[src/aspt_pkg.sv]
// shared constants for the serial port and its far-end node
package aspt_pkg;

  // register indices; byte address is four times the index
  localparam logic [7:0] CTRL_IDX = 8'h98;   // serial_port_control
  localparam logic [7:0] DATA_IDX = 8'h99;   // serial_data_buffer
  localparam logic [7:0] RELOAD_IDX = 8'h9A; // timer_reload_value
  localparam logic [7:0] TCTRL_IDX = 8'h9B;  // timer control: enable, irq enable, clock select

  // serial_port_control layout and reset value
  localparam int FRAME_BIT = 7;  // frame_width_select
  localparam int UNUSED_BIT = 6; // reads as one
  localparam int QUAL_BIT = 5;   // receive_qualifier_enable
  localparam int RXEN_BIT = 4;   // receiver_enable
  localparam int TX9_BIT = 3;    // transmit_ninth_bit
  localparam int RX9_BIT = 2;    // received_ninth_bit
  localparam int TXDONE_BIT = 1; // transmit_complete_flag
  localparam int RXDONE_BIT = 0; // receive_complete_flag
  localparam logic [7:0] CTRL_RESET = 8'h40;

  // timer control layout and reset values
  localparam int TMR_EN_BIT = 0;
  localparam int IRQ_EN_BIT = 1;
  localparam int CLKSEL_LSB = 4; // three-bit field [6:4]
  localparam logic [7:0] TCTRL_RESET = 8'h00;
  localparam logic [7:0] RELOAD_RESET = 8'h00;

  // timer clock source encodings
  localparam logic [2:0] CLK_SYS = 3'h0;
  localparam logic [2:0] CLK_DIV4 = 3'h1;
  localparam logic [2:0] CLK_DIV12 = 3'h2;
  localparam logic [2:0] CLK_DIV48 = 3'h3;
  localparam logic [2:0] CLK_EXT8 = 3'h4;

  // divider ratios
  localparam int DIV4 = 4;
  localparam int DIV12 = 12;
  localparam int DIV48 = 48;
  localparam logic [2:0] EXT_DIV_LAST = 3'h7; // external clock divided by 8

  localparam logic [7:0] TMR_TOP = 8'hFF; // 8-bit timer overflows past this
  localparam logic [3:0] FRAME_BITS_8 = 4'hA; // start, 8 data, stop
  localparam logic [3:0] FRAME_BITS_9 = 4'hB; // start, 8 data, ninth, stop

  // far-end node bit time in clocks (reload 0xF3 at system clock gives 26)
  localparam int NODE_CLKS_PER_BIT = 26;

endpackage

[src/aspt_link_if.sv]
// serial line pair between the port and the far-end node
`timescale 1ns/1ps
interface aspt_link_if;
  logic portToNode; // port transmit line, idle high
  logic nodeToPort; // node transmit line, idle high
  modport port (output portToNode, input nodeToPort);
  modport node (input portToNode, output nodeToPort);
endinterface

[src/aspt_port.sv]
// asynchronous serial port with timer-driven baud generator and avalon-mm registers
`timescale 1ns/1ps

// Overview of operation
// [RL1] tx bit clock from 8-bit reload timer
// [RL2] hidden rx timer shares enable and reload
// [RL3] overflows halved: rate = clk/(256-reload)/2
// [RL4] start detection forces rx timer reload
// [RL5] timer clock: sys, /4, /12, /48, ext/8
// [RL6] control bit 7 selects 8 or 9 bits
// [RL7] 8-bit frame: start, 8 data lsb first, stop
// [RL8] 9-bit frame adds transmit ninth bit before stop
// [RL9] data buffer write starts a transmission
// [RL10] transmit flag set at stop bit start
// [RL11] receive only while receiver enable set
// [RL12] 8-bit load: flag clear, stop ok if qualified
// [RL13] 9-bit load: flag clear, ninth set if qualified
// [RL14] failed load leaves buffer, bit, flag alone
// [RL15] overrun keeps first byte, drops later one
// [RL16] interrupt request when either flag set
// [RL17] only software clears the two flags
// [RL18] receive flag set when stop sampled
// [RL19] control bit 6 reads one, ignores writes
// [RL20] master sends address with ninth bit one
// [RL21] slave software toggles qualifier around message
// [RL22] data read gives receive latch, write transmits
// [RL23] start is falling edge on idle line
module aspt_port
  import aspt_pkg::*;
(
  input wire logic clk,
  input wire logic rst,
  input wire logic ce, // freezes all state when low
  input wire logic extOscClk, // external oscillator, foreign domain
  input wire logic [9:0] address, // avalon byte address
  input wire logic read,
  input wire logic write,
  input wire logic [31:0] writedata,
  output logic [31:0] readdata,
  output logic waitrequest,
  output logic irq, // level, high while enabled flag is set
  aspt_link_if.port link
);

  ////////////////////////////////////////////////////////////////////////
  // bus slave
  logic busAck; // second cycle of every access
  logic [7:0] wordIdx;
  logic wrStrobe;
  logic frame9, qual, rxEn, tx9, rx9, txDone, rxDone;
  logic [7:0] reloadVal; // timer_reload_value
  logic tmrEn, irqEn;
  logic [2:0] clkSel;
  logic [7:0] rxBuf; // receive latch
  logic [7:0] ctrlRead;

  assign wordIdx = address[9:2];
  // one wait cycle per access, so the register write sees stable data
  assign waitrequest = (read || write) && !busAck;
  assign wrStrobe = write && busAck && ce;

  // ack toggles high for one cycle after any request
  always_ff @(posedge clk) begin
    if (rst) begin
      busAck <= 1'b0;
    end else if (ce) begin
      busAck <= (read || write) && !busAck;
    end
  end

  // [RL19] bit six forced to one
  assign ctrlRead = {frame9, 1'b1, qual, rxEn, tx9, rx9, txDone, rxDone};

  // read data captured in the wait cycle, stands at the completing edge
  always_ff @(posedge clk) begin
    if (rst) begin
      readdata <= 32'h0000_0000;
    end else if (ce && read && !busAck) begin
      unique case (wordIdx)
        CTRL_IDX: readdata <= {24'h00_0000, ctrlRead};
        // [RL22] read returns receive latch
        DATA_IDX: readdata <= {24'h00_0000, rxBuf};
        RELOAD_IDX: readdata <= {24'h00_0000, reloadVal};
        TCTRL_IDX: readdata <= {24'h00_0000, 1'b0, clkSel, 2'b00, irqEn, tmrEn};
        default: readdata <= 32'h0000_0000; // unmapped reads zero
      endcase
    end
  end

  // timer configuration registers
  always_ff @(posedge clk) begin
    if (rst) begin
      reloadVal <= RELOAD_RESET;
      tmrEn <= TCTRL_RESET[TMR_EN_BIT];
      irqEn <= TCTRL_RESET[IRQ_EN_BIT];
      clkSel <= TCTRL_RESET[CLKSEL_LSB +: 3];
    end else if (wrStrobe && wordIdx == RELOAD_IDX) begin
      reloadVal <= writedata[7:0];
    end else if (wrStrobe && wordIdx == TCTRL_IDX) begin
      tmrEn <= writedata[TMR_EN_BIT];
      irqEn <= writedata[IRQ_EN_BIT];
      clkSel <= writedata[CLKSEL_LSB +: 3];
    end
  end

  // [RL16] interrupt from either flag when enabled
  assign irq = irqEn && (txDone || rxDone);

  ////////////////////////////////////////////////////////////////////////
  // timer clock sources
  localparam int DIVS [3] = '{DIV4, DIV12, DIV48};
  logic [2:0] divTick;
  logic extS1, extS2, extPrev; // external clock synchroniser and edge memory
  logic [2:0] extCnt;
  logic extTick;
  logic tmrTick;

  // [RL5] prescalers for /4, /12, /48
  for (genvar g = 0; g < 3; g++) begin : gDiv
    logic [5:0] cnt;
    always_ff @(posedge clk) begin
      if (rst) begin
        cnt <= 6'h00;
      end else if (ce) begin
        cnt <= (cnt == 6'(DIVS[g] - 1)) ? 6'h00 : cnt + 6'h01;
      end
    end
    assign divTick[g] = (cnt == 6'(DIVS[g] - 1));
  end

  // external clock passes two flops, then its rising edges are divided by 8
  always_ff @(posedge clk) begin
    if (rst) begin
      extS1 <= 1'b0;
      extS2 <= 1'b0;
      extPrev <= 1'b0;
      extCnt <= 3'h0;
    end else if (ce) begin
      extS1 <= extOscClk;
      extS2 <= extS1;
      extPrev <= extS2;
      if (extS2 && !extPrev) begin
        extCnt <= extCnt + 3'h1;
      end
    end
  end
  assign extTick = extS2 && !extPrev && (extCnt == EXT_DIV_LAST);

  // [RL5] source select; unused codes stop the timer
  always_comb begin
    unique case (clkSel)
      CLK_SYS: tmrTick = 1'b1;
      CLK_DIV4: tmrTick = divTick[0];
      CLK_DIV12: tmrTick = divTick[1];
      CLK_DIV48: tmrTick = divTick[2];
      CLK_EXT8: tmrTick = extTick;
      default: tmrTick = 1'b0;
    endcase
  end

  ////////////////////////////////////////////////////////////////////////
  // transmit and receive timers
  logic [7:0] txTmr, rxTmr;
  logic txHalf, rxHalf;
  logic txOvf, rxOvf, txBaud, rxSample;
  logic startDet;

  assign txOvf = tmrEn && tmrTick && (txTmr == TMR_TOP);
  assign rxOvf = tmrEn && tmrTick && (rxTmr == TMR_TOP);
  // [RL3] every second overflow is a bit edge
  assign txBaud = txOvf && txHalf;
  assign rxSample = rxOvf && rxHalf;

  // [RL1] transmit timer, auto-reload on overflow
  always_ff @(posedge clk) begin
    if (rst) begin
      txTmr <= 8'h00;
      txHalf <= 1'b0;
    end else if (ce && tmrEn && tmrTick) begin
      txTmr <= txOvf ? reloadVal : txTmr + 8'h01;
      txHalf <= txHalf ^ txOvf;
    end
  end

  // [RL2] rx copy of the timer runs with the same enable and reload
  always_ff @(posedge clk) begin
    if (rst) begin
      rxTmr <= 8'h00;
      rxHalf <= 1'b0;
    end else if (ce && startDet) begin
      // [RL4] start forces reload; first overflow lands mid start bit
      rxTmr <= reloadVal;
      rxHalf <= 1'b1;
    end else if (ce && tmrEn && tmrTick) begin
      rxTmr <= rxOvf ? reloadVal : rxTmr + 8'h01;
      rxHalf <= rxHalf ^ rxOvf;
    end
  end

  ////////////////////////////////////////////////////////////////////////
  // transmitter
  logic [11:0] txShift; // idle slot, start, data, optional ninth, stop
  logic [3:0] txLeft; // bits still to send, zero when idle
  logic txLoad, txDoneSet;

  // [RL9] data buffer write starts a character
  assign txLoad = wrStrobe && wordIdx == DATA_IDX;
  // [RL10] flag when the stop bit appears on the line
  assign txDoneSet = ce && txBaud && txLeft == 4'h2;

  // a write while busy restarts the frame; software should wait for the flag
  always_ff @(posedge clk) begin
    if (rst) begin
      txShift <= 12'hFFF;
      txLeft <= 4'h0;
    end else if (txLoad) begin
      // [RL7] [RL8] start, data lsb first, optional ninth, stop
      // idle slot first: the start bit waits for a bit edge, so the far end never sees it cut short
      txShift <= frame9 ? {1'b1, tx9, writedata[7:0], 2'b01} : {2'b11, writedata[7:0], 2'b01};
      txLeft <= (frame9 ? FRAME_BITS_9 : FRAME_BITS_8) + 4'h1;
    end else if (ce && txBaud && txLeft != 4'h0) begin
      txShift <= {1'b1, txShift[11:1]};
      txLeft <= txLeft - 4'h1;
    end
  end
  assign link.portToNode = txShift[0]; // idle shift content is all ones

  ////////////////////////////////////////////////////////////////////////
  // receiver
  typedef enum logic {RX_IDLE, RX_BITS} aspt_rx_t;
  aspt_rx_t rxState;
  logic rxS1, rxS2, rxPrev; // line synchroniser and edge memory
  logic [3:0] rxCnt; // samples taken in this frame
  logic [8:0] rxShift;
  logic lastSample, bit9, rxLoad;
  logic [7:0] rxByte;

  always_ff @(posedge clk) begin
    if (rst) begin
      rxS1 <= 1'b1;
      rxS2 <= 1'b1;
      rxPrev <= 1'b1;
    end else if (ce) begin
      rxS1 <= link.nodeToPort;
      rxS2 <= rxS1;
      rxPrev <= rxS2;
    end
  end

  // [RL23] [RL11] falling edge while idle and enabled
  assign startDet = rxState == RX_IDLE && rxEn && rxPrev && !rxS2;
  assign lastSample = rxSample && rxCnt == ((frame9 ? FRAME_BITS_9 : FRAME_BITS_8) - 4'h1);
  // [RL13] ninth bit kept in 9-bit mode, stop bit otherwise
  assign bit9 = frame9 ? rxShift[8] : rxS2;
  assign rxByte = frame9 ? rxShift[7:0] : rxShift[8:1];
  // [RL11] [RL12] [RL13] [RL14] [RL15] load only if enabled, flag clear and qualifier met
  assign rxLoad = ce && rxEn && rxState == RX_BITS && lastSample && !rxDone && (!qual || bit9);

  always_ff @(posedge clk) begin
    if (rst) begin
      rxState <= RX_IDLE;
      rxCnt <= 4'h0;
      rxShift <= 9'h000;
    end else if (ce) begin
      unique case (rxState)
        RX_IDLE: begin
          rxCnt <= 4'h0;
          if (startDet) begin
            rxState <= RX_BITS;
          end
        end
        RX_BITS: begin
          if (!rxEn) begin
            rxState <= RX_IDLE; // [RL11] disable aborts the frame
          end else if (rxSample) begin
            rxCnt <= rxCnt + 4'h1;
            if (rxCnt == 4'h0 && rxS2) begin
              rxState <= RX_IDLE; // glitch, start bit not low at mid-bit
            end else if (lastSample) begin
              rxState <= RX_IDLE;
            end else if (rxCnt != 4'h0) begin
              rxShift <= {rxS2, rxShift[8:1]};
            end
          end
        end
      endcase
    end
  end

  // receive latch changes only on an accepted frame
  always_ff @(posedge clk) begin
    if (rst) begin
      rxBuf <= 8'h00;
    end else if (rxLoad) begin
      rxBuf <= rxByte;
    end
  end

  ////////////////////////////////////////////////////////////////////////
  // serial_port_control; hardware sets beat software clears in the same cycle
  logic ctrlWr;
  assign ctrlWr = wrStrobe && wordIdx == CTRL_IDX;

  always_ff @(posedge clk) begin
    if (rst) begin
      frame9 <= CTRL_RESET[FRAME_BIT];
      qual <= CTRL_RESET[QUAL_BIT];
      rxEn <= CTRL_RESET[RXEN_BIT];
      tx9 <= CTRL_RESET[TX9_BIT];
      rx9 <= CTRL_RESET[RX9_BIT];
      txDone <= CTRL_RESET[TXDONE_BIT];
      rxDone <= CTRL_RESET[RXDONE_BIT];
    end else begin
      if (ctrlWr) begin
        // [RL6] frame width select
        frame9 <= writedata[FRAME_BIT];
        qual <= writedata[QUAL_BIT];
        rxEn <= writedata[RXEN_BIT];
        tx9 <= writedata[TX9_BIT];
      end
      if (rxLoad) begin
        rx9 <= bit9;
      end else if (ctrlWr) begin
        rx9 <= writedata[RX9_BIT];
      end
      // [RL17] flags cleared only by a software write
      if (txDoneSet) begin
        txDone <= 1'b1;
      end else if (ctrlWr) begin
        txDone <= writedata[TXDONE_BIT];
      end
      // [RL18] receive flag at stop sampling
      if (rxLoad) begin
        rxDone <= 1'b1;
      end else if (ctrlWr) begin
        rxDone <= writedata[RXDONE_BIT];
      end
    end
  end

endmodule

[src/flat_wrapper.sv]
// flat-port wrapper written by rule: the top's interface ports become plain ports
module aspt_port_flat import aspt_pkg::*;
  (clk, rst, ce, extOscClk, address, read, write, writedata, readdata, waitrequest, irq, link_portToNode, link_nodeToPort);
  aspt_link_if link_i ();
  input wire logic clk;
  input wire logic rst;
  input wire logic ce;
  input wire logic extOscClk;
  input wire logic [9:0] address;
  input wire logic read;
  input wire logic write;
  input wire logic [31:0] writedata;
  output logic [31:0] readdata;
  output logic waitrequest;
  output logic irq;
  output wire logic [$bits(link_i.portToNode)-1:0] link_portToNode;
  input wire logic [$bits(link_i.nodeToPort)-1:0] link_nodeToPort;
  assign link_portToNode = link_i.portToNode;
  assign link_i.nodeToPort = link_nodeToPort;
  aspt_port u_core (.clk(clk), .rst(rst), .ce(ce), .extOscClk(extOscClk), .address(address), .read(read), .write(write), .writedata(writedata), .readdata(readdata), .waitrequest(waitrequest), .irq(irq), .link(link_i));
endmodule
[config.mk]
export PLATFORM = sky130hd
export DESIGN_NAME = aspt_port_flat
export DESIGN_NICKNAME = d
export VERILOG_FILES = /design/src/aspt_pkg.sv /design/src/aspt_link_if.sv /design/src/aspt_port.sv /design/src/flat_wrapper.sv
export SDC_FILE = /design/constraint.sdc
export NUM_CORES = 1
export LEC_CHECK = 0
export CAP_MARGIN = 20
export CORE_MARGIN = 8
export CORE_UTILIZATION = 60
export DETAILED_ROUTE_END_ITERATION = 8
export DONT_BUFFER_PORTS = 1
export PLACE_DENSITY = 0.87
export SYNTH_ARGS = -nofsm -noshare
export SYNTH_HDL_FRONTEND = slang
export SYNTH_SLANG_ARGS = --single-unit
export TNS_END_PERCENT = 50
[constraint.sdc]
create_clock -name clk -period 3 [get_ports clk]
set_input_delay 0.75 -clock clk [delete_from_list [all_inputs] [get_ports clk]]
set_output_delay 0.75 -clock clk [all_outputs]
set_load 0.01 [all_outputs]
## Yosys cells after proc, flatten, opt, wreduce, memory -nomap -nowiden

Cells that the tools add are included.

| word-level totals | value |
|---|---|
| input bits | 49 |
| register bits | 136 |

| cells by class | value |
|---|---|
| multiplexer cells | 34 |
| eq/ne operators | 18 |
| reductions and logical operators | 53 |
| bitwise logic cells | 6 |
| $add $sub $neg | 10 |

Operators by type and width:

| cell | count |
|---|---|
| 8-bit equality test, second input constant | 6 |
| 8-bit 2-to-1 mux | 5 |
| 1-bit logical AND | 33 |
| 8-bit one-hot mux with 4 select lines | 1 |
| 12-bit 2-to-1 mux | 2 |
| 6-bit by 1-bit adder with 6-bit output, second input constant | 3 |
| 6-bit 2-to-1 mux | 3 |
| 8-bit by 1-bit adder with 8-bit output, second input constant | 2 |
| 4-bit 2-to-1 mux | 4 |
| 1-bit 2-to-1 mux | 15 |
| 11-bit 2-to-1 mux | 1 |
| 4-bit by 1-bit adder with 4-bit output, second input constant | 2 |
| 4-bit one-hot mux with 2 select lines | 1 |
| 2-bit nonzero test | 4 |
| 4-bit nonzero test | 2 |
| 4-bit by 1-bit subtractor with 4-bit output, second input constant | 2 |
| 7-bit AND reduction | 1 |
| 3-bit by 2-bit equality test with 1-bit output, second input constant | 2 |
| 3-bit equality test, second input constant | 2 |
| 6-bit by 2-bit equality test with 1-bit output, second input constant | 1 |
| 6-bit by 4-bit equality test with 1-bit output, second input constant | 1 |
| 6-bit equality test, second input constant | 1 |
| 1-bit logical NOT | 5 |
| 1-bit one-hot mux with 5 select lines | 1 |
| 13 further kinds | 21 |

## Logic depth before layout (Yosys ltp)

Gate-level depths: netlist of the first run.

| depth | value |
|---|---|
| depth after elaboration | 13 |
| gate-level depth with buffers | 14 |

## Worst setup path after synthesis of the first run

OpenSTA, ideal clock, no wires.

| timing path | value |
|---|---|
| path type | register to register |
| start | reg u_core.gDiv[2].cnt[0] |
| end | reg u_core.txLeft[2] |
| slack | 309 ps |
| buffers on the path | 1 |
| arrival | 2605 ps |
| cell stages (with the launch flop) | 13 |
| setup time | 86 ps |
| path through | dfxtp_1 > ha_1 > and4b_2 > nand4_1 > a311oi_4 > and2_1 > ha_1 > nand2_1 > a21oi_1 > clkbuf_1 > nand2_1 > xor2_1 > a211oi_1 |

| between the ends | value |
|---|---|
| word-level cells in the longest chain between the ends | 8 |

RTL lines:

| what | RTL line | text |
|---|---|---|
| start, declared | aspt_port.sv:120 | `logic [5:0] cnt;` |
| start signal, assigned | aspt_port.sv:125 | `cnt <= (cnt == 6'(DIVS[g] - 1)) ? 6'h00 : cnt + 6'h01;` |
| 6-bit equality test | aspt_port.sv:128 | `assign divTick[g] = (cnt == 6'(DIVS[g] - 1));` |
| 1-bit one-hot mux with 5 select lines | aspt_port.sv:151 | `unique case (clkSel)` |
| 1-bit logical AND (2 in series) | aspt_port.sv:168 | `assign txOvf = tmrEn && tmrTick && (txTmr == TMR_TOP);` |
| 1-bit logical AND | aspt_port.sv:171 | `assign txBaud = txOvf && txHalf;` |
| 1-bit logical AND (2 in series) | aspt_port.sv:221 | `end else if (ce && txBaud && txLeft != 4'h0) begin` |
| 2-bit nonzero test (no source line) | n/a |  |
| end signal, assigned | aspt_port.sv:220 | `txLeft <= (frame9 ? FRAME_BITS_9 : FRAME_BITS_8) + 4'h1;` |
| end signal, assigned | aspt_port.sv:223 | `txLeft <= txLeft - 4'h1;` |
| end, declared | aspt_port.sv:203 | `logic [3:0] txLeft;` |

Every way passes these cells.
A chain may end at the register's enable or synchronous reset.

## Worst setup path after layout of the first run

| timing path | value |
|---|---|
| start | reg u_core.gDiv[2].cnt[0] |
| end | reg u_core.txLeft[3] |

Same word-level chain as after synthesis.

==> run_results.csv, run 1 <==
group,metric,value,unit
run_status,outcome,"finished, final reports clean",
clock_tree,clk_path_buf_depth,2,
global_route,grt_max_degree,105,
clock_tree,cts_tree,"yes",
place,placed_area,0.00549,sq mm
cells_and_area,layout-drive-gt1-share,8.17,%
global_route,grt_pass1_vias,4107,
sta,setup_tns,0,ns
flow_run,drv_cap,0,
floorplan,start_util,60.9,%
detailed_routing,dr.pass1.iters,5,
detailed_routing,via_count,4427,
critical_path,critPathSlowestCell,"dfxtp_1",
critical_path,cp-endpoint,"u_core.txLeft[3]$_SDFFE_PP0P_",
critical_path,critPathLaunchType,"register",
clock_tree,cts_root_buf,"clkbuf_8",
sta,slew_headroom,61.4,%
clock_tree,tritoncts.num_buffers,9,
critical_path,critPathLaunch,"u_core.gDiv[2].cnt[0]$_SDFFE_PP0P_",
sta,post-route-period-util,93.0,%
detailed_routing,drt_iter0_markers,319,
floorplan,die_y,112,microns
sta,rsz0062_at_grt,"no",
critical_path,worst-path-max-fanout,13,
clock_tree,insertion_delay,0.38,ns
global_route,grt_antenna_before_repair,0,
detailed_routing,wl_per_cell,16.7,microns
synthesis,synth.yosys.seq_area_share,40.1,%
global_route,grt_pass1_wl,19800,microns
critical_path,reg2reg_from,"u_core.gDiv[2].cnt[0]$_SDFFE_PP0P_",
cells_and_area,num-nets-final,669,
sta,layout_min_cycle_time,2.79,ns
synthesis,synth_area,0.00555,sq mm
critical_path,cp.arrival,3.06,ns
clock_tree,clk_pin_slew_worst_paths,0.11,ns
sta,skew,0.0102,ns
sta,setup-violations-final,0,
sta,slew_viol_final,0,
synthesis,synthCells,620,
clock_tree,htree_levels,3,
sta,hold_slack,0.442,ns
cells_and_area,n_antenna_cell,0,
cells_and_area,fillerInstances,701,
critical_path,cp-end-kind,"register",
cells_and_area,utilization,62.6,%
synthesis,synth_area_per_cell,8.95,sq um
worst_hold_path,min_path_type,"in2reg",
critical_path,crit_required,3.27,ns
cells_and_area,area_growth,2.75,%
sta,worst_pin_slew,0.577,ns
global_route,grt-ovfl-total,0,
sta,fmax,358,MHz
floorplan,ios,84,
place,hpwl,8430,microns
power_and_ir_drop,power_density,441,mW/mm^2
floorplan,coreArea,0.00911,sq mm
critical_path,max_stage_delay,0.40,ns
synthesis,synth-async-reset-ratio,0,%
global_route,grt_usage,18.9,%
critical_path,crit_chain,"ha_1 -> and4b_2 -> nand4_1 -> a311oi_4 -> buf_4 -> and2_1 -> ha_1 -> nand2_1 -> a21o_1 -> nor4_2 -> xnor2_1 -> a21oi_1",
power_and_ir_drop,leakage,2.28,nW
critical_path,reg2reg_to,"u_core.txLeft[3]$_SDFFE_PP0P_",
floorplan,dieWidth,112,microns
floorplan,fp.dieArea,0.0126,sq mm
detailed_routing,drc,0,
cells_and_area,fin_area,0.00570,sq mm
floorplan,fp-row-count,35,
synthesis,yosysUniqueCellTypes,68,
place,portBuffers,0,
clock_tree,cts.sinks,111,
detailed_routing,antenna_left,0,
critical_path,reg2reg_depth,12,
critical_path,critical_path.most_common_cell,"ha_1",
detailed_routing,via_per_inst,6.12,
critical_path,regToRegSetupSlack,0.21,ns
power_and_ir_drop,vdd_drop_max,308,uV
sta,final_hold_viol_count,0,
synthesis,synth_top_flop_cell,"dfxtp_1",
place,gp_congestion,0.880,
synthesis,yosys_warnings,0,
synthesis,synth_edf_count,0,
detailed_routing,wl,12100,microns
critical_path,critPathKind,"reg2reg",
synthesis,ys_ff_latch,111,
## logic make-up (layout without fill, tap and decap cells)
logic type	Yosys count	count (layout)	share of synthesized area, %
buf+inv	64	33	6.95
flops	111	111	40.1
xor+xnor	19	19	3.00
mux	66	66	13.0
other cells	1	24	0.0676
compound gates	98	98	11.6
fa+ha+maj	13	13	2.93
simple gates	248	248	22.4
## worst min-delay path by stage
stage,from,end,slack [ns],depth (start not counted)
finish,rst,u_core.rxHalf$_SDFFE_PP0P_,0.44,1
global route,rst,u_core.txTmr[7]$_SDFFE_PP0P_,0.42,1
CTS,rst,u_core.txTmr[7]$_SDFFE_PP0P_,0.44,1
detailed placement,u_core.txHalf$_SDFFE_PP0P_,u_core.txHalf$_SDFFE_PP0P_,0.45,2
global placement,u_core.txHalf$_SDFFE_PP0P_,u_core.txHalf$_SDFFE_PP0P_,0.44,2
floorplan,u_core.rxS1$_SDFFE_PP1P_,u_core.rxS2$_SDFFE_PP1P_,0.43,1
## what timing repair did
action | in CTS | in global routing
hold endpoints to repair | 0 | 0
hold buffers | 0 | 0
gates resized for setup | 0 | 2
endpoints found under the setup margin | 0 | 9
buffers inserted | 0 | 0
## layer usage
metal | routed length, microns | global-route usage, %
met5 | 0 | 0
met4 | 382 | 9.44
met3 | 911 | 4.13
met2 | 5830 | 31.2
met1 | 4960 | 22.7
## per-stage QoR
stage	setup slack (ns)	total power (W)	cells
6_report	0.209	0.00251	723
5_1_grt	0.0505	0.00259	723
4_1_cts	0.145	0.00252	723
3_5_place_dp	0.185	0.00161	707
3_3_place_gp	0.307	0.00160	707
2_1_floorplan	0.309	0.00165	643
## registers in the layout (all words and copies together), names as in the netlist, 4 cells and up
signal,flops
u_core.readdata,8
u_core.reloadVal,8
u_core.rxBuf,8
u_core.txTmr,8
u_core.gDiv.cnt,18
u_core.rxCnt,4
u_core.rxTmr,8
u_core.rxShift,9
u_core.txLeft,4
u_core.txShift,11
## cell type report
class	count	area [sq um]	share of cell area, %
clock buffer	10	128	2.24
clock inverter	6	76.3	1.34
inverter	8	30.0	0.527
multi-input combinational	468	3040	53.3
sequential	111	2220	39.0
tap	111	139	2.44
timing repair buffer	9	67.6	1.19
## cells in the mapped netlist, drive strengths merged, types with 2 or more instances
cell / count / share of area, %
mux4: 4 / 1.6
a211oi: 7 / 0.95
nand4: 11 / 1.2
nand3: 22 / 2.1
and2: 3 / 0.34
a22oi: 8 / 1.1
nor3b: 3 / 0.41
a211o: 3 / 0.47
nor2b: 9 / 1.0
a22o: 2 / 0.32
mux2i: 53 / 9.6
clkbuf: 24 / 2.2
nand4b: 3 / 0.47
nand2b: 13 / 1.5
a31o: 2 / 0.32
buf: 32 / 4.2
and3: 8 / 0.90
inv: 8 / 0.54
ha: 13 / 2.9
nor4: 4 / 0.72
and4: 3 / 0.52
a21oi: 27 / 2.5
o211ai: 4 / 0.54
o21ai: 24 / 2.2
nor2: 92 / 6.3
a311oi: 2 / 0.63
a31oi: 6 / 0.68
nor3: 8 / 0.72
a2111oi: 2 / 0.34
or3: 4 / 0.45
xnor2: 7 / 1.1
nand2: 52 / 3.7
nand3b: 4 / 0.54
nor4b: 2 / 0.43
dfxtp: 111 / 40
mux2: 9 / 1.8
xor2: 12 / 1.9
a21o: 4 / 0.54
## critical path, delay by kind of cell (launching register included)
kind | cells | cell delay [ns]
AOI/OAI and AO/OA | 3 | 0.71
xor gates and xnor gates | 1 | 0.15
adders and majority gates | 2 | 0.40
buffers and inverters | 1 | 0.20
DFF | 1 | 0.40
and+or+nand+nor | 5 | 0.84
## layout by cell type (no fill, tap or decap), drive strengths merged, types with 11 or more instances in the layout
cell / count
mux2i: 53
nand3: 22
nand2b: 13
nand2: 52
xor2: 12
ha: 13
o21ai: 24
inv: 11
nor2: 92
dfxtp: 111
a21oi: 27
nand4: 11
conb: 24
## where the power goes
part	switching [W]	internal (W)	leakage, nW
clock	0.000535	0.000401	0.0969
sequential	0.0000144	0.00149	0.897
combinational	0.0000396	0.0000338	1.28
No activity file was read; power rests on OpenSTA's default activity.
==> run 2: changes to the inputs <==
PLACE_DENSITY = not set   (was 0.87)
PLACE_DENSITY_LB_ADDON = 0.08   (was not set)
==> run_results.csv, run 2 (synthesis results as in run 1) <==
group,metric,value,unit
detailed_routing,drt_iter0_markers,249,
detailed_routing,wl_per_cell,16.0,microns
sta,fmax,371,MHz
detailed_routing,wl,11600,microns
clock_tree,clk_path_buf_depth,2,
cells_and_area,final_cell_mix,"111 x dfxtp_1, 91 x nor2_1, 53 x mux2i_1, 51 x nand2_1, 26 x a21oi_1",
power_and_ir_drop,leakage,2.27,nW
sta,final_hold_viol_count,0,
run_status,outcome,"finished, final reports clean",
clock_tree,insertion_delay,0.37,ns
cells_and_area,num-nets-final,671,
sta,setup-violations-final,0,
floorplan,ios,84,
flow_run,drv_cap,0,
clock_tree,post_cts_resized,0,
worst_hold_path,min_path_type,"in2reg",
clock_tree,cts_hold_buf,0,
sta,post-route-period-util,89.9,%
power_and_ir_drop,power_density,425,mW/mm^2
clock_tree,cts.sinks,111,
clock_tree,cts_root_buf,"clkbuf_8",
sta,slew_viol_final,0,
place,gp_congestion,0.781,
detailed_routing,dr.pass1.iters,6,
floorplan,dieWidth,112,microns
detailed_routing,drc,0,
detailed_routing,via_count,4219,
clock_tree,cts_tree,"yes",
place,portBuffers,0,
sta,setup_tns,0,ns
sta,hold_slack,0.467,ns
global_route,grt-ovfl-total,0,
floorplan,coreArea,0.00911,sq mm
detailed_routing,antenna_left,0,
floorplan,fp-row-count,35,
floorplan,die_y,112,microns
clock_tree,clk_pin_slew_worst_paths,0.11,ns
sta,rsz0062_at_grt,"no",
critical_path,cp.arrival,2.98,ns
global_route,grt_usage,18.6,%
floorplan,start_util,60.9,%
sta,skew,0.0159,ns
floorplan,fp.dieArea,0.0126,sq mm
sta,worst_pin_slew,0.555,ns
cells_and_area,top_register,"u_core.gDiv.cnt",
cells_and_area,layout-drive-gt1-share,8.16,%
critical_path,critPathLaunchType,"register",
clock_tree,post-cts-setup-buffer-count,0,
cells_and_area,area_growth,2.37,%
clock_tree,htree_levels,3,
place,hpwl,8100,microns
sta,slew_headroom,62.8,%
critical_path,crit_required,3.28,ns
worst_hold_path,hold_depth,1,
global_route,grt_antenna_before_repair,0,
cells_and_area,final_common_cell,"dfxtp_1",
global_route,grt_pass1_vias,3991,
power_and_ir_drop,vdd_drop_max,283,uV
cells_and_area,largestRegisters,"u_core.gDiv.cnt x18, u_core.txShift x11, u_core.rxShift x9",
critical_path,reg2reg_depth,12,
sta,layout_min_cycle_time,2.70,ns
cells_and_area,largest_reg_flops,18,
critical_path,critPathKind,"reg2reg",
detailed_routing,via_per_inst,5.83,
critical_path,worst-path-max-fanout,9,
global_route,grt_pass1_wl,19500,microns
critical_path,cp-end-kind,"register",
cells_and_area,n_antenna_cell,0,
global_route,grt_max_degree,105,
clock_tree,tritoncts.num_buffers,9,
run 2: changes by cell type in the layout (fill, tap and decap cells not counted), sizes merged:
| cell | delta |
|---|---|
| buf | +2 |
| bufinv | -1 |
| clkbuf | -1 |
| clkinv | +2 |
| inv | -1 |
run 2: report_power, final:
part / total [W] / switching, W / internal [W]
Clock: 0.000843 / 0.000531 / 0.000313
Sequential: 0.00150 / 0.0000127 / 0.00149
Combinational: 0.0000720 / 0.0000385 / 0.0000336
Total: 0.00242 / 0.000582 / 0.00183
run 2: per-stage QoR:
stage	instances	total power (W)	utilization, %	worst slack [ns]	instance area [sq um]
final	724	0.00242	62.3	0.303	5680
after global routing	724	0.00251	62.3	0.0571	5680
after CTS	724	0.00245	62.3	0.287	5680
after detailed placement	709	0.00161	60.4	0.323	5500
after global placement	709	0.00160	60.4	0.357	5500
after floorplan	643	0.00165	-	0.309	5630
run 2: cell type report:
| type | count | area [sq um] |
|---|---|---|
| clock buffers | 9 | 124 |
| clock inverters | 6 | 55.1 |
| fillers | 831 | 3430 |
| inverters | 8 | 30.0 |
| multi-input cells | 468 | 3030 |
| flip-flops and latches | 111 | 2220 |
| well taps | 111 | 139 |
| repair buffers | 11 | 82.6 |
run 2: routing by layer:
metal  GRT usage (%)  up-vias  part of all wire [%]
li1                -     2109                     -
met1            23.8     2008                    47
met2            30.3       95                    46
met3            5.58        7                   5.7
met4            4.23        0                  0.98
met5               0        -                     0
run 2: final timing paths:
check,start,slack (ns),endpoint
max,u_core.gDiv[2].cnt[0]$_SDFFE_PP0P_,0.30,u_core.rxShift[2]$_SDFFE_PP0P_
min,rst,0.47,u_core.gDiv[1].cnt[1]$_SDFFE_PP0P_
max reg2reg,u_core.gDiv[2].cnt[0]$_SDFFE_PP0P_,0.30,u_core.rxShift[2]$_SDFFE_PP0P_
min reg2reg,u_core.rxTmr[6]$_SDFFE_PP0P_,0.47,u_core.rxTmr[6]$_SDFFE_PP0P_
run 2: critical path, stage by stage (launching register included):
cell and delay, ns:
dfxtp_1 0.40, ha_1 0.21, and4b_2 0.22, nand4_1 0.14, a311oi_4 0.30, and2_1 0.17, ha_1 0.20, nand2_1 0.07
nor3_1 0.26, nand3b_1 0.16, buf_4 0.21, mux2i_1 0.21, nor2_1 0.05
